### config.mk
export PLATFORM = sky130hd
export DESIGN_NAME = pwm_top
export DESIGN_NICKNAME = d
export VERILOG_FILES = /design/src/logic/pwm_pkg.sv /design/src/logic/pwm_cfg_if.sv /design/src/logic/pwm_channel.sv /design/src/logic/pwm_top.sv
export VERILOG_INCLUDE_DIRS = /design/src /design/src/logic
export SDC_FILE = /design/constraint.sdc
export NUM_CORES = 1
export LEC_CHECK = 0
export BUFFER_PORTS_ARGS = -buffer_cell sky130_fd_sc_hd__clkbuf_2
export CORE_MARGIN = 4
export CORE_UTILIZATION = 65
export CTS_BUF_LIST = sky130_fd_sc_hd__clkbuf_8
export DETAILED_ROUTE_END_ITERATION = 12
export PLACE_DENSITY = 0.83
export SLEW_MARGIN = 5
export SYNTH_ARGS = -nofsm -noshare
export SYNTH_HDL_FRONTEND = slang
export SYNTH_SLANG_ARGS = --single-unit
### constraint.sdc
create_clock -name clock_i -period 4.35 [get_ports clock_i]
set_input_delay 0.435 -clock clock_i [delete_from_list [all_inputs] [get_ports clock_i]]
set_output_delay 0.435 -clock clock_i [all_outputs]
set_load 0.1 [all_outputs]
### src/logic/pwm_defines.svh
// Functional notes
// - counter compared with period and duty continuously
// - mode field selects counter clock, resets zero
// - prescaler divides by two to the exponent
// - optional linear divider a or b
// - left period is x times period times divider
// - center period doubles by up-down count
// - duty register sets waveform duty
// - override forces high and low outputs
// - fault forces outputs low, high or released
// - enable register ignores writes while protected
// - bits 16 to 19 enable fault interrupts
// - bits 0 to 3 enable counter interrupts
// - enable and disable registers are group one
// - analog compare event acts as fault input
`ifndef PWM_DEFINES_SVH
`define PWM_DEFINES_SVH
`define OFS_IRQ_ENABLE    8'h10
`define OFS_IRQ_DISABLE   8'h14
`define OFS_IRQ_STATUS    8'h1c
`define OFS_IRQ_CLEAR     8'h18
`define OFS_PROTECT       8'h20
`define OFS_OVERRIDE      8'h24
`define OFS_FAULT_CFG     8'h28
`define OFS_CH_BASE       8'h40
`define CH_STRIDE         8'h10
`define OFS_CH_MODE       8'h0
`define OFS_CH_PERIOD     8'h4
`define OFS_CH_DUTY       8'h8
`define OFS_CLOCK_DIV     8'h30
`define FLD_CNT_EV_LSB    0
`define FLD_FLT_EV_LSB    16
`define FLD_MODE_CENTER   4
`define FLD_MODE_EXP_MSB  3
`define PRESCALE_MAX_EXP  4'ha
`define RESET_WORD        32'h0000_0000
`endif

### src/logic/pwm_pkg.sv
package pwm_pkg;
    typedef enum logic [1:0] {fault_low, fault_high, fault_release} fault_mode_t;
    typedef enum logic [1:0] {clk_prescale, clk_div_a, clk_div_b} clk_src_t;
    typedef enum logic {count_up, count_down} count_dir_t;
endpackage

### src/logic/pwm_cfg_if.sv
`timescale 1ns/1ps
interface pwm_cfg_if #(parameter int CW = 16);
    logic [3:0]    exponent;
    logic [1:0]    source;
    logic          center;
    logic [CW-1:0] period;
    logic [CW-1:0] duty;
    logic [7:0]    div_a;
    logic [7:0]    div_b;
    logic          period_event;
    logic          compare_output;
    modport ctrl (output exponent, source, center, period, duty, div_a, div_b,
                  input period_event, compare_output);
    modport chan (input exponent, source, center, period, duty, div_a, div_b,
                  output period_event, compare_output);
endinterface

### src/logic/pwm_channel.sv
`timescale 1ns/1ps
`include "pwm_defines.svh"
module pwm_channel #(
    parameter int CW = 16
) (
    input  wire logic clock_i,
    input  wire logic reset_i,
    pwm_cfg_if.chan   cfg
);
    import pwm_pkg::*;
    typedef struct packed {
        logic [9:0]    pre;
        logic [7:0]    lin;
        logic [CW-1:0] cnt;
        count_dir_t    dir;
        logic          out;
        logic          ev;
    } ch_state_t;
    ch_state_t s_q, s_d;
    logic [10:0] pre_x;
    logic        pre_tick;
    logic [7:0]  lin_max;
    logic        tick;
    // prescaler tick: pre wraps at 2^exponent - 1
    always_comb begin
        pre_x    = (11'h1 << cfg.exponent) - 11'h1;
        pre_tick = (s_q.pre == pre_x[9:0]);
        lin_max  = (cfg.source == clk_div_b) ? cfg.div_b : cfg.div_a;
        tick     = pre_tick && ((cfg.source == clk_prescale) ||
                   (lin_max != 8'h0 && s_q.lin == lin_max - 8'h1));
    end
    // counter, comparator and output; period of center mode counts up then down
    always_comb begin
        s_d    = s_q;
        s_d.ev = 1'b0;
        s_d.pre = pre_tick ? 10'h0 : s_q.pre + 10'h1;
        if (pre_tick && cfg.source != clk_prescale) begin
            s_d.lin = tick ? 8'h0 : s_q.lin + 8'h1;
        end
        if (tick) begin
            if (!cfg.center) begin
                if (s_q.cnt >= cfg.period - 1'b1) begin
                    s_d.cnt = '0;
                    s_d.ev  = 1'b1;
                end else begin
                    s_d.cnt = s_q.cnt + 1'b1;
                end
            end else if (s_q.dir == count_up) begin
                if (s_q.cnt >= cfg.period - 1'b1) begin
                    s_d.dir = count_down;
                    s_d.cnt = cfg.period;
                    s_d.ev  = 1'b1;
                end else begin
                    s_d.cnt = s_q.cnt + 1'b1;
                end
            end else begin
                if (s_q.cnt <= 1) begin
                    s_d.dir = count_up;
                    s_d.cnt = '0;
                end else begin
                    s_d.cnt = s_q.cnt - 1'b1;
                end
            end
        end
        s_d.out = (s_q.cnt < cfg.duty);
    end
    always_ff @(posedge clock_i) begin
        if (reset_i) begin
            s_q <= '0;
        end else begin
            s_q <= s_d;
        end
    end
    assign cfg.period_event   = s_q.ev;
    assign cfg.compare_output = s_q.out;
endmodule

### src/logic/pwm_top.sv
`timescale 1ns/1ps
`include "pwm_defines.svh"
module pwm_top #(
    parameter int CH = 4,
    parameter int CW = 16
) (
    input  wire logic          clock_i,
    input  wire logic          reset_i,
    input  wire logic [7:0]    addr_i,
    input  wire logic [31:0]   wdata_i,
    input  wire logic          write_i,
    input  wire logic          read_i,
    output logic [31:0]        rdata_o,
    input  wire logic [CH-1:0] fault_i,
    input  wire logic          analog_compare_event_i,
    input  wire logic          hw_protect_status_group1_i,
    output logic [CH-1:0]      high_side_output_o,
    output logic [CH-1:0]      high_side_oe_o,
    output logic [CH-1:0]      low_side_output_o,
    output logic [CH-1:0]      low_side_oe_o,
    output logic               irq_o
);
    import pwm_pkg::*;
    // status and mask fields hold four channels each, so wider builds are refused
    if (CH < 1 || CH > 4 || CW < 2 || CW > 32) begin : gen_bad_cfg
        $error("pwm_top: unsupported CH or CW");
    end
    typedef struct packed {
        logic [CH-1:0][3:0]    exp;
        logic [CH-1:0][1:0]    src;
        logic [CH-1:0]         ctr;
        logic [CH-1:0][CW-1:0] per;
        logic [CH-1:0][CW-1:0] dty;
        logic [7:0]            div_a;
        logic [7:0]            div_b;
        logic [31:0]           mask;
        logic [31:0]           status;
        logic                  sw_prot;
        logic [CH-1:0]         ovr_en;
        logic [CH-1:0]         ovr_hi;
        logic [CH-1:0]         ovr_lo;
        logic [CH-1:0]         flt_en;
        logic [CH-1:0][1:0]    flt_mode;
        logic [31:0]           rdata;
    } top_state_t;
    top_state_t s_q, s_d;
    logic [CH-1:0] ev;
    logic [CH-1:0] oc;
    logic [CH-1:0] fault_now;
    logic [31:0]   ev_word;
    logic          protected_w;
    logic [7:0]    ch_base;
    int            sel;
    genvar g;
    // one channel per generate entry
    generate
        for (g = 0; g < CH; g++) begin : gen_ch
            pwm_cfg_if #(.CW(CW)) cif ();
            assign cif.exponent = s_q.exp[g];
            assign cif.source   = s_q.src[g];
            assign cif.center   = s_q.ctr[g];
            assign cif.period   = s_q.per[g];
            assign cif.duty     = s_q.dty[g];
            assign cif.div_a    = s_q.div_a;
            assign cif.div_b    = s_q.div_b;
            assign ev[g]        = cif.period_event;
            assign oc[g]        = cif.compare_output;
            pwm_channel #(.CW(CW)) u_ch (
                .clock_i (clock_i),
                .reset_i (reset_i),
                .cfg     (cif.chan)
            );
            // fault is combinational from the pin so it wins without a clock edge
            assign fault_now[g] = s_q.flt_en[g] && (fault_i[g] || analog_compare_event_i);
            always_comb begin
                high_side_oe_o[g] = 1'b1;
                low_side_oe_o[g]  = 1'b1;
                if (fault_now[g]) begin
                    high_side_output_o[g] = (s_q.flt_mode[g] == fault_high);
                    low_side_output_o[g]  = (s_q.flt_mode[g] == fault_high);
                    if (s_q.flt_mode[g] == fault_release) begin
                        high_side_oe_o[g] = 1'b0;
                        low_side_oe_o[g]  = 1'b0;
                    end
                end else if (s_q.ovr_en[g]) begin
                    high_side_output_o[g] = s_q.ovr_hi[g];
                    low_side_output_o[g]  = s_q.ovr_lo[g];
                end else begin
                    high_side_output_o[g] = oc[g];
                    low_side_output_o[g]  = ~oc[g];
                end
            end
        end
    endgenerate
    // events gathered into the status layout
    always_comb begin
        ev_word = '0;
        ev_word[`FLD_CNT_EV_LSB +: CH] = ev;
        ev_word[`FLD_FLT_EV_LSB +: CH] = fault_now;
    end
    assign protected_w = s_q.sw_prot || hw_protect_status_group1_i;
    assign ch_base     = addr_i - `OFS_CH_BASE;
    // offsets past the last channel window must not alias onto channel 0
    assign sel         = (ch_base[7:6] == 2'b00) ? int'(ch_base[5:4]) : CH;
    // register writes, reads and sticky status; a new event beats a clear
    always_comb begin
        s_d       = s_q;
        s_d.rdata = '0;
        if (write_i) begin
            if (addr_i == `OFS_IRQ_ENABLE) begin
                if (!protected_w) begin
                    s_d.mask[`FLD_CNT_EV_LSB +: CH] = s_q.mask[`FLD_CNT_EV_LSB +: CH]
                        | wdata_i[`FLD_CNT_EV_LSB +: CH];
                    s_d.mask[`FLD_FLT_EV_LSB +: CH] = s_q.mask[`FLD_FLT_EV_LSB +: CH]
                        | wdata_i[`FLD_FLT_EV_LSB +: CH];
                end
            end else if (addr_i == `OFS_IRQ_DISABLE) begin
                if (!protected_w) begin
                    s_d.mask = s_q.mask & ~wdata_i;
                end
            end else if (addr_i == `OFS_IRQ_CLEAR) begin
                s_d.status = s_q.status & ~wdata_i;
            end else if (addr_i == `OFS_PROTECT) begin
                s_d.sw_prot = wdata_i[0];
            end else if (addr_i == `OFS_OVERRIDE) begin
                s_d.ovr_en = wdata_i[0 +: CH];
                s_d.ovr_hi = wdata_i[8 +: CH];
                s_d.ovr_lo = wdata_i[16 +: CH];
            end else if (addr_i == `OFS_FAULT_CFG) begin
                s_d.flt_en = wdata_i[0 +: CH];
                for (int i = 0; i < CH; i++) begin
                    s_d.flt_mode[i] = wdata_i[8 + 2*i +: 2];
                end
            end else if (addr_i == `OFS_CLOCK_DIV) begin
                s_d.div_a = wdata_i[7:0];
                s_d.div_b = wdata_i[15:8];
            end else if (addr_i >= `OFS_CH_BASE && sel < CH) begin
                if (ch_base[3:0] == `OFS_CH_MODE) begin
                    s_d.exp[sel] = (wdata_i[3:0] > `PRESCALE_MAX_EXP) ?
                                   `PRESCALE_MAX_EXP : wdata_i[3:0];
                    s_d.ctr[sel] = wdata_i[`FLD_MODE_CENTER];
                    s_d.src[sel] = wdata_i[9:8];
                end else if (ch_base[3:0] == `OFS_CH_PERIOD) begin
                    s_d.per[sel] = wdata_i[CW-1:0];
                end else if (ch_base[3:0] == `OFS_CH_DUTY) begin
                    s_d.dty[sel] = wdata_i[CW-1:0];
                end
            end
        end
        s_d.status = s_d.status | ev_word;
        if (read_i) begin
            if (addr_i == `OFS_IRQ_STATUS) begin
                s_d.rdata = s_q.status;
            end else if (addr_i == `OFS_PROTECT) begin
                s_d.rdata = {30'h0, hw_protect_status_group1_i, s_q.sw_prot};
            end else if (addr_i >= `OFS_CH_BASE && sel < CH) begin
                if (ch_base[3:0] == `OFS_CH_MODE) begin
                    s_d.rdata = {22'h0, s_q.src[sel], 3'h0, s_q.ctr[sel], s_q.exp[sel]};
                end else if (ch_base[3:0] == `OFS_CH_PERIOD) begin
                    s_d.rdata[CW-1:0] = s_q.per[sel];
                end else if (ch_base[3:0] == `OFS_CH_DUTY) begin
                    s_d.rdata[CW-1:0] = s_q.dty[sel];
                end
            end
        end
    end
    always_ff @(posedge clock_i) begin
        if (reset_i) begin
            s_q <= '0;
        end else begin
            s_q <= s_d;
        end
    end
    assign rdata_o = s_q.rdata;
    assign irq_o   = |(s_q.status & s_q.mask);
endmodule

==> impl_results.html, run 1 <==
<table>
<tr><th>Metric</th><th>Value</th></tr>
<tr><th colspan="2">Synthesis</th></tr>
<tr><td>Post-synth EDFFs</td><td>0</td></tr>
<tr><td>Compound-gate portion of the synthesized area</td><td>20.3%</td></tr>
<tr><td>Warnings from Yosys</td><td>0</td></tr>
<tr><td>Syn Inst Count</td><td>3,576</td></tr>
<tr><td>Xor/xnor cell area share of the yosys netlist</td><td>6.44%</td></tr>
<tr><td>Post-Synthesis Mean Instance Area</td><td>7.65 um^2</td></tr>
<tr><td>Sequential fraction of the synthesis area</td><td>32.3%</td></tr>
<tr><td>Synthesized flop and latch total</td><td>441</td></tr>
<tr><td>Post-synthesis mux area share</td><td>4.46%</td></tr>
<tr><td>Syn_nets</td><td>3,786</td></tr>
<tr><td>Post-Syn Area</td><td>27,400 um^2</td></tr>
<tr><td>Proportion of register bits with asynchronous set or reset after synthesis</td><td>0%</td></tr>
<tr><td>Library cells used by synthesis</td><td>81</td></tr>
<tr><td>Area share of fa/ha/maj cells after synthesis</td><td>7.32%</td></tr>
<tr><td>Simple-gate area share of the yosys netlist</td><td>23.3%</td></tr>
<tr><td>Largest family of logic cells by synthesized area</td><td>simple AND/OR/NAND/NOR gates</td></tr>
<tr><td>Most frequently used flop master after synthesis</td><td>dfxtp_1</td></tr>
<tr><th colspan="2">Clock network</th></tr>
<tr><td>Total number of H-tree levels</td><td>3</td></tr>
<tr><td>Reg clk slew, reported paths</td><td>0.06 ns</td></tr>
<tr><td>Number of buffers added by the clock tree synthesis step</td><td>78</td></tr>
<tr><td>Clock tree sinks</td><td>441</td></tr>
<tr><td>Clock tree from TritonCTS</td><td>done</td></tr>
<tr><td>Clock tree root buffer cell</td><td>clkbuf_8</td></tr>
<tr><td>Clock insertion delay at the later pin of the skew report</td><td>0.67 ns</td></tr>
<tr><td>Max Root-Sink Buffers</td><td>3</td></tr>
<tr><th colspan="2">Pwr</th></tr>
<tr><td>Flop pwr share</td><td>44.9%</td></tr>
<tr><td>Net load switching power</td><td>2.65 mW</td></tr>
<tr><td>Combinational share of power</td><td>11.7%</td></tr>
<tr><td>P_int</td><td>6.63 mW</td></tr>
<tr><td>Peak supply drop</td><td>346 uV</td></tr>
<tr><td>Tot Pwr</td><td>9.28 mW</td></tr>
<tr><td>Total power density per cell area</td><td>313 nW/um^2</td></tr>
<tr><td>Switching share of power</td><td>28.6%</td></tr>
<tr><td>Static leakage</td><td>12.0 nW</td></tr>
<tr><td>Part of the power in the clock network</td><td>43.4%</td></tr>
<tr><th colspan="2">Status</th></tr>
<tr><td>Outcome</td><td>complete, no violations</td></tr>
<tr><th colspan="2">Worst setup path</th></tr>
<tr><td>Worst endpoint data arrival time</td><td>4.65 ns</td></tr>
<tr><td>CP max-delay cell</td><td>or4_1</td></tr>
<tr><td>Setup CP Type</td><td>reg -&gt; reg</td></tr>
<tr><td>Slowest Stage Delay on Critical Path</td><td>0.56 ns</td></tr>
<tr><td>Sort of element at the start of the critical path</td><td>register</td></tr>
<tr><td>Crit path required time</td><td>4.92 ns</td></tr>
<tr><td>Maximum fanout encountered on the critical timing path</td><td>7</td></tr>
<tr><td>Worst reg2reg startpoint</td><td>gen_ch[0].cif.period[2]</td></tr>
<tr><td>Launch point of the worst path</td><td>gen_ch[0].cif.period[2]</td></tr>
<tr><td>Critical path cell sequence</td><td>or3_1 &gt; nor3_1 &gt; nand2b_1 &gt; or2_2 &gt; nor4_1 &gt; xnor2_1 &gt; ha_1 &gt; a21oi_1 &gt; a211oi_1 &gt; a211oi_1 &gt; nand3_1 &gt; or4_1 &gt; a31o_2 &gt; a21oi_1</td></tr>
<tr><td>Critical Path Sink Type</td><td>register</td></tr>
<tr><th colspan="2">Min path</th></tr>
<tr><td>Startpoint of the most critical hold path</td><td>wdata_i[16]</td></tr>
<tr><td>Class of the tightest hold or removal check</td><td>in -&gt; reg</td></tr>
<tr><th colspan="2">Floorplanning</th></tr>
<tr><td>Placeable core area</td><td>41,200 um^2</td></tr>
<tr><td>Row Count</td><td>74</td></tr>
<tr><td>Height of the die</td><td>213 um</td></tr>
<tr><td>Number of I/O pins</td><td>99</td></tr>
<tr><td>Die Footprint</td><td>45,400 um^2</td></tr>
<tr><td>Die extent in x</td><td>213 um</td></tr>
<tr><td>Initial core utilization</td><td>66.4%</td></tr>
<tr><th colspan="2">Cells and area</th></tr>
<tr><td>Antenna Diode Count</td><td>0</td></tr>
<tr><td>Fraction of final layout cells sized beyond drive strength 1</td><td>9.40%</td></tr>
<tr><td>Final-stage net count</td><td>3,779</td></tr>
<tr><td>Post-synthesis to final-layout area growth</td><td>8.41%</td></tr>
<tr><th colspan="2">STA</th></tr>
<tr><td>Worst-case clock skew</td><td>0.0294 ns</td></tr>
<tr><td>Max transition margin</td><td>14.2%</td></tr>
<tr><td>Number of max-slew violations in the final report</td><td>0</td></tr>
<tr><td>Setup_tns</td><td>0 ns</td></tr>
<tr><td>Final critical delay including setup and external delays</td><td>4.08 ns</td></tr>
<tr><td>Worst slew pin tran</td><td>1.29 ns</td></tr>
<tr><td>Unrepaired setup endpoints after global routing</td><td>false</td></tr>
<tr><td>Final hold violation count</td><td>0</td></tr>
<tr><td>Final setup violation count</td><td>0</td></tr>
<tr><td>Timing-limited maximum frequency</td><td>245 MHz</td></tr>
<tr><td>Final period util</td><td>93.8%</td></tr>
<tr><th colspan="2">Route</th></tr>
<tr><td>DRC Markers</td><td>0</td></tr>
<tr><td>Routed WL per cell</td><td>21.1 um</td></tr>
<tr><td>Starting DRT DRC Count</td><td>3,924</td></tr>
<tr><td>Residual antenna-violating net count after detailed routing</td><td>0</td></tr>
<tr><td>Number of iterations in the first detailed-routing pass</td><td>8</td></tr>
<tr><td>DR vias</td><td>27,317</td></tr>
<tr><td>Detailed Route WL</td><td>87,900 um</td></tr>
<tr><td>Number of vias per cell after detailed routing</td><td>6.57</td></tr>
<tr><th colspan="2">Place</th></tr>
<tr><td>Half-perimeter wire length of the detailed placement result</td><td>61,600 um</td></tr>
<tr><td>IO Port Bufs</td><td>98</td></tr>
<tr><td>Final Wtd Congestion</td><td>1.09</td></tr>
<tr><th colspan="2">Global routing</th></tr>
<tr><td>Largest net degree at the start of global routing</td><td>162</td></tr>
<tr><td>Global-route wire length before repair</td><td>138,000 um</td></tr>
<tr><td>Global-route total usage across every layer</td><td>37.5%</td></tr>
<tr><td>Via count of the first global-routing pass</td><td>25,654</td></tr>
<tr><td>Congestion Overflow GR</td><td>0</td></tr>
<tr><td>Antenna violations before repair</td><td>2</td></tr>
<tr><th colspan="2">Run</th></tr>
<tr><td>Number of maximum-capacitance constraint violations</td><td>0</td></tr>
</table>
## per-stage QoR
step	instance area, um^2	std cells	hold slack [ns]	utilization [%]	worst slack, ns
2_1_floorplan	27400	3576	0.412	-	0.361
3_3_place_gp	27900	4005	0.419	67.6	0.439
3_5_place_dp	27900	4005	0.423	67.6	0.271
4_1_cts	29600	4160	0.0103	71.9	0.251
5_1_grt	29700	4161	0.0255	72.0	0.0129
6_report	29700	4161	0.0534	72.0	0.270
## metal layers
layer / wire [um] / GRT usage [%] / vias up
met4: 4680 / 17.1 / 4
met2: 38700 / 58.1 / 1621
met3: 10300 / 9.09 / 357
met1: 34300 / 49.9 / 12732
li1: - / - / 12603
met5: 21 / 0 / -
## final cells by class
cell class	count	area, um^2
clock buffers	91	1250
clock inverters	49	355
fillers	3268	11500
inverters	116	435
multi-input cells	2751	17000
flip-flops and latches	441	8830
well taps	532	666
repair buffers	181	1170
## critical path, delay by kind of cell, from the launching register on
family	cells	cell delay (ns)
simple gates	7	2.29
compound gates	5	0.89
flops	1	0.39
fa+ha+maj	1	0.26
xor+xnor	1	0.17
## final timing paths
check                            to  slack (ns)  cells after the start
max          gen_ch[0].u_ch.s_q[16]        0.27                     14
max reg2reg  gen_ch[0].u_ch.s_q[16]        0.27                     14
min                        s_q[105]        0.05                      2
min reg2reg                s_q[111]        0.43                      2
## flip-flops by register name, summed over array words and instances (netlist names)
| register | cells |
|---|---|
| gen_ch.cif.source | 8 |
| gen_ch.cif.center | 4 |
| gen_ch.u_ch.cfg.period_event | 4 |
| gen_ch.u_ch.cfg.compare_output | 4 |
| gen_ch.cif.duty | 64 |
| gen_ch.cif.exponent | 16 |
| gen_ch.cif.div_b | 8 |
| rdata_o | 32 |
| gen_ch.u_ch.s_q | 140 |
| s_q | 89 |
| gen_ch.cif.period | 64 |
| gen_ch.cif.div_a | 8 |
## timing repair
action                     CTS  global route
setup endpoints to repair    0            26
hold buffers                15             0
gates resized for setup      0             8
setup buffers                0             1
hold endpoints to repair    27             0
## synthesized netlist by cell type (63+ instances only)
master / number / area share, %
nand3_1: 106 / 1.9
mux2i_1: 108 / 4.0
clkbuf_1: 207 / 2.8
nor3_1: 99 / 1.8
inv_1: 116 / 1.6
o21ai_0: 114 / 2.1
xor2_1: 80 / 2.6
nor2_1: 317 / 4.3
a21oi_1: 396 / 7.2
ha_1: 160 / 7.3
xnor2_1: 116 / 3.7
nand2_1: 563 / 7.7
a21o_1: 63 / 1.7
dfxtp_1: 441 / 32
## power groups by stage
stage	Combinational, mW	Sequential [mW]	Clock [mW]
floorplan	0.775	4.21	0
global placement	1.02	4.25	0
detailed placement	1.04	4.25	0
CTS	1.06	4.16	4.06
global route	1.17	4.17	4.23
finish	1.09	4.17	4.02
## layout by cell type, fill, tap and decap left out, types with 40 or more instances in the layout
cell type	Yosys	final
dfxtp_1	441	441
inv_1	116	139
a21oi_1	396	395
ha_1	160	160
xnor2_1	116	116
nand2_1	563	563
nor4_1	43	40
clkbuf_2	0	97
a21o_1	63	63
buf_4	36	67
nor2_1	317	312
nor3_1	99	98
xor2_1	80	80
clkbuf_8	0	92
nand3_1	106	106
o21ai_0	114	113
mux2i_1	108	108
and3_1	41	41
## kinds of logic after synthesis
logic type | after synthesis
AOI/OAI and AO/OA | 884
buffers and inverters | 384
and+or+nand+nor | 1390
DFF | 441
adders and majority gates | 160
xor gates and xnor gates | 198
muxes | 119
Power figures use the tool's default switching activity.
==> inputs of run 2 (changes only) <==
--- a/config.mk
+++ b/config.mk
@@ -6,6 +6,7 @@
 export SDC_FILE = /design/constraint.sdc
 export NUM_CORES = 1
 export LEC_CHECK = 0
+export ABC_AREA = 1
 export BUFFER_PORTS_ARGS = -buffer_cell sky130_fd_sc_hd__clkbuf_2
 export CORE_MARGIN = 4
 export CORE_UTILIZATION = 65
==> run 2 against run 1 <==
  * Fmax is 4.5% higher
  * Hold slack better by 0.020 ns
  * Clock-buffer cell count is 2 lower
  * Utilization is 0.86 points lower
  * Synthesized cell count is 27% higher
  * Synthesized area is 7.4% higher
  * Non-clock buffer count is 29 lower
  * Clock power is 4% lower
  * Design area is 6.5% higher
==> impl_results.html, run 2 <==
<table>
<tr><th>Metric</th><th>Value</th></tr>
<tr><th colspan="2">Status</th></tr>
<tr><td>Outcome</td><td>complete, no violations</td></tr>
<tr><th colspan="2">STA</th></tr>
<tr><td>Final critical delay including setup and external delays</td><td>3.90 ns</td></tr>
<tr><td>Timing-limited maximum frequency</td><td>256 MHz</td></tr>
<tr><td>Worst-case clock skew</td><td>0.0353 ns</td></tr>
<tr><td>Worst slew pin tran</td><td>1.19 ns</td></tr>
<tr><td>Final period util</td><td>89.7%</td></tr>
<tr><td>Final hold violation count</td><td>0</td></tr>
<tr><td>Unrepaired setup endpoints after global routing</td><td>false</td></tr>
<tr><td>Final setup violation count</td><td>0</td></tr>
<tr><td>Setup_tns</td><td>0 ns</td></tr>
<tr><td>Max transition margin</td><td>20.6%</td></tr>
<tr><td>Post-layout worst setup margin</td><td>0.446 ns</td></tr>
<tr><td>Number of max-slew violations in the final report</td><td>0</td></tr>
<tr><th colspan="2">Pwr</th></tr>
<tr><td>Static leakage</td><td>14.8 nW</td></tr>
<tr><td>Peak supply drop</td><td>334 uV</td></tr>
<tr><td>Total power density per cell area</td><td>286 nW/um^2</td></tr>
<tr><th colspan="2">Global routing</th></tr>
<tr><td>Antenna violations before repair</td><td>2</td></tr>
<tr><td>Global-route wire length before repair</td><td>144,000 um</td></tr>
<tr><td>Largest net degree at the start of global routing</td><td>124</td></tr>
<tr><td>Congestion Overflow GR</td><td>0</td></tr>
<tr><td>Via count of the first global-routing pass</td><td>27,537</td></tr>
<tr><td>Global-route total usage across every layer</td><td>36.6%</td></tr>
<tr><th colspan="2">Floorplanning</th></tr>
<tr><td>Placeable core area</td><td>44,400 um^2</td></tr>
<tr><td>Row Count</td><td>77</td></tr>
<tr><td>Die extent in x</td><td>221 um</td></tr>
<tr><td>Height of the die</td><td>221 um</td></tr>
<tr><td>Number of I/O pins</td><td>99</td></tr>
<tr><td>Die Footprint</td><td>48,700 um^2</td></tr>
<tr><td>Initial core utilization</td><td>66.1%</td></tr>
<tr><th colspan="2">Cells and area</th></tr>
<tr><td>Most common library cell in the layout ignoring fill and taps</td><td>nand2_1</td></tr>
<tr><td>Final-stage net count</td><td>4,761</td></tr>
<tr><td>Fraction of final layout cells sized beyond drive strength 1</td><td>7.06%</td></tr>
<tr><td>Largest regs</td><td>gen_ch.u_ch.s_q x140, s_q x89</td></tr>
<tr><td>Post-synthesis to final-layout area growth</td><td>7.55%</td></tr>
<tr><td>Number of flip-flops in the largest register</td><td>140</td></tr>
<tr><td>Final Util</td><td>71.1%</td></tr>
<tr><td>Register with the highest flop count</td><td>gen_ch.u_ch.s_q</td></tr>
<tr><td>Commonest cells after routing, fill and taps aside</td><td>nand2_1 (1,143), inv_1 (557), dfxtp_1 (441)</td></tr>
<tr><th colspan="2">Synthesis</th></tr>
<tr><td>Sequential fraction of the synthesis area</td><td>30.1%</td></tr>
<tr><td>Post-Synthesis Mean Instance Area</td><td>6.49 um^2</td></tr>
<tr><td>Post-synth EDFFs</td><td>0</td></tr>
<tr><td>Synth area leader</td><td>dfxtp_1</td></tr>
<tr><td>Library cells used by synthesis</td><td>58</td></tr>
<tr><td>Most frequently used cell type in the post-synthesis netlist</td><td>nand2_1</td></tr>
<tr><td>Post-Syn Area</td><td>29,400 um^2</td></tr>
<tr><td>Syn Inst Count</td><td>4,529</td></tr>
<tr><td>Syn_nets</td><td>4,739</td></tr>
<tr><td>Top cell type's share of synthesized area</td><td>30.1%</td></tr>
<tr><td>Cell types with the largest area share after synthesis</td><td>dfxtp_1 (30%), nand2_1 (15%), ha_1 (6.8%)</td></tr>
<tr><td>Commonest cells in the synthesized netlist</td><td>nand2_1 (1,144), inv_1 (530), dfxtp_1 (441), nor2_1 (439), a21oi_1 (311)</td></tr>
<tr><td>Warnings from Yosys</td><td>0</td></tr>
<tr><td>Proportion of register bits with asynchronous set or reset after synthesis</td><td>0%</td></tr>
<tr><td>Synthesized flop and latch total</td><td>441</td></tr>
<tr><td>Most frequently used flop master after synthesis</td><td>dfxtp_1</td></tr>
<tr><th colspan="2">Worst setup path</th></tr>
<tr><td>Cell class contributing the biggest share of worst-path delay</td><td>simple AND/OR/NAND/NOR gates</td></tr>
<tr><td>Number of cells traversed by the worst register-to-register path</td><td>23</td></tr>
<tr><td>CP max-delay cell</td><td>nor2_2</td></tr>
<tr><td>Critical Path Sink Type</td><td>register</td></tr>
<tr><td>Sort of element at the start of the critical path</td><td>register</td></tr>
<tr><td>Setup CP Type</td><td>reg -&gt; reg</td></tr>
<tr><td>Setup slack of the most critical reg-to-reg path</td><td>0.45 ns</td></tr>
<tr><td>Slowest Stage Delay on Critical Path</td><td>0.54 ns</td></tr>
<tr><td>Top cell by count, worst path</td><td>nand3_1</td></tr>
<tr><td>Critical path cell sequence</td><td>inv_1 &gt; nand3_1 &gt; nor3_1 &gt; nand3_1 &gt; nor3_1 &gt; nand3_1 &gt; nor3_1 &gt; nand3_1 &gt; xor2_1 &gt; inv_1 &gt; ha_1 &gt; nand2_1 &gt; inv_1 &gt; nand3_1 &gt; inv_1 &gt; nand2_1 &gt; o211a_1 &gt; nand3_1 &gt; nor2_2 &gt; nand3_1 &gt; nand2_1 &gt; nor2_1 &gt; nor2_1</td></tr>
<tr><td>Maximum fanout encountered on the critical timing path</td><td>16</td></tr>
<tr><td>Worst endpoint data arrival time</td><td>4.49 ns</td></tr>
<tr><td>Number of buffers and inverters on the critical path</td><td>4</td></tr>
<tr><td>Number of stages on the worst setup path</td><td>23</td></tr>
<tr><td>Crit path required time</td><td>4.93 ns</td></tr>
<tr><th colspan="2">Clock network</th></tr>
<tr><td>Number of buffers added by the clock tree synthesis step</td><td>76</td></tr>
<tr><td>Reg clk slew, reported paths</td><td>0.06 ns</td></tr>
<tr><td>Clock tree from TritonCTS</td><td>done</td></tr>
<tr><td>Clock tree sinks</td><td>441</td></tr>
<tr><td>Clock insertion delay at the later pin of the skew report</td><td>0.68 ns</td></tr>
<tr><td>Clock tree root buffer cell</td><td>clkbuf_8</td></tr>
<tr><td># Post-CTS Setup Buffers</td><td>0</td></tr>
<tr><td>Max Root-Sink Buffers</td><td>3</td></tr>
<tr><td>Total number of H-tree levels</td><td>3</td></tr>
<tr><th colspan="2">Route</th></tr>
<tr><td>DRC Markers</td><td>0</td></tr>
<tr><td>Starting DRT DRC Count</td><td>3,628</td></tr>
<tr><td>Routed WL per cell</td><td>17.5 um</td></tr>
<tr><td>Number of iterations in the first detailed-routing pass</td><td>7</td></tr>
<tr><td>Number of vias per cell after detailed routing</td><td>5.88</td></tr>
<tr><td>Residual antenna-violating net count after detailed routing</td><td>0</td></tr>
<tr><td>DR vias</td><td>30,551</td></tr>
<tr><td>Detailed Route WL</td><td>91,000 um</td></tr>
<tr><th colspan="2">Min path</th></tr>
<tr><td>Hold path depth</td><td>2</td></tr>
<tr><td>Class of the tightest hold or removal check</td><td>in -&gt; reg</td></tr>
<tr><th colspan="2">Place</th></tr>
<tr><td>Half-perimeter wire length of the detailed placement result</td><td>66,000 um</td></tr>
<tr><td>Final Wtd Congestion</td><td>0.996</td></tr>
<tr><td>Placement-stage worst setup slack</td><td>0.164 ns</td></tr>
<tr><td>IO Port Bufs</td><td>98</td></tr>
<tr><th colspan="2">Run</th></tr>
<tr><td>Number of maximum-capacitance constraint violations</td><td>0</td></tr>
</table>
-- run 2: cell types whose count changed after synthesis, sizes merged, moves of 61 or more --
cell	previous run	this run
a21oi	396	313
clkbuf	207	124
inv	116	540
mux2i	109	0
nand2	563	1157
nand3	106	315
nand4	35	104
nor2	317	452
o21ai	119	309
o22ai	11	72
xnor2	116	28
xor2	80	147
-- run 2: what timing repair did --
action,CTS,global route
endpoints found under the hold margin,15,0
endpoints found under the setup margin,0,64
gates resized for setup,0,10
hold buffers,15,0
-- run 2: layout make-up --
type | count | area, um^2
well taps | 592 | 741
inverters | 550 | 2070
multi-input cells | 3330 | 17500
repair buffers | 152 | 948
clock buffers | 89 | 1220
clock inverters | 43 | 272
flip-flops and latches | 441 | 8830
diodes | 1 | 2.50
fillers | 3880 | 12800
-- run 2: worst paths after layout --
path / to / from
min reg2reg: s_q[44] / s_q[44]
max reg2reg: gen_ch[2].u_ch.s_q[5] / gen_ch[2].cif.period[1]
min: s_q[63] / wdata_i[6]
max: gen_ch[2].u_ch.s_q[5] / gen_ch[2].cif.period[1]
-- run 2: metal layers --
layer / global-route usage (%) / up-vias / wire length, um
met2: 56.8 / 1601 / 39100
met1: 48.7 / 13756 / 37400
met5: 0 / - / 0
met3: 7.92 / 303 / 9820
met4: 17.4 / 0 / 4620
li1: - / 14891 / -
-- run 2: cell families (layout without fill, tap and decap cells) --
kind of cell	Yosys count	count (layout)	synth area share (%)
simple gates	2157	2157	31.2
compound gates	836	836	16.0
buf+inv	758	834	10.5
flops	441	441	30.1
xor+xnor	177	177	5.37
fa+ha+maj	160	160	6.81
other cells	0	1	0
-- run 2: through the flow --
stage / hold slack (ns) / power [mW] / cell area, um^2 / std cells
floorplan: 0.415 / 4.97 / 29400 / 4529
global placement: 0.431 / 5.24 / 29900 / 5050
CTS: 0.0379 / 9.03 / 31500 / 5197
global route: 0.0688 / 9.36 / 31600 / 5198
detailed placement: 0.433 / 5.25 / 29900 / 5050
finish: 0.0734 / 9.05 / 31600 / 5198
-- run 2: worst reg2reg max path: stages, from the launching register on --
cell and delay, ns:
dfxtp_1 0.34, inv_1 0.11, nand3_1 0.12, nor3_1 0.25, nand3_1 0.16, nor3_1 0.27
nand3_1 0.17, nor3_1 0.27, nand3_1 0.14, xor2_1 0.17, inv_1 0.06, ha_1 0.28
nand2_1 0.09, inv_1 0.04, nand3_1 0.08, inv_1 0.04, nand2_1 0.06, o211a_1 0.14
nand3_1 0.11, nor2_2 0.54, nand3_1 0.14, nand2_1 0.10, nor2_1 0.04, nor2_1 0.09
-- run 2: where the power goes --
part           switching (mW)  internal (mW)  leakage [nW]
combinational           0.758          0.311          10.4
clock                    1.80           2.04         0.873
sequential             0.0652           4.08          3.55
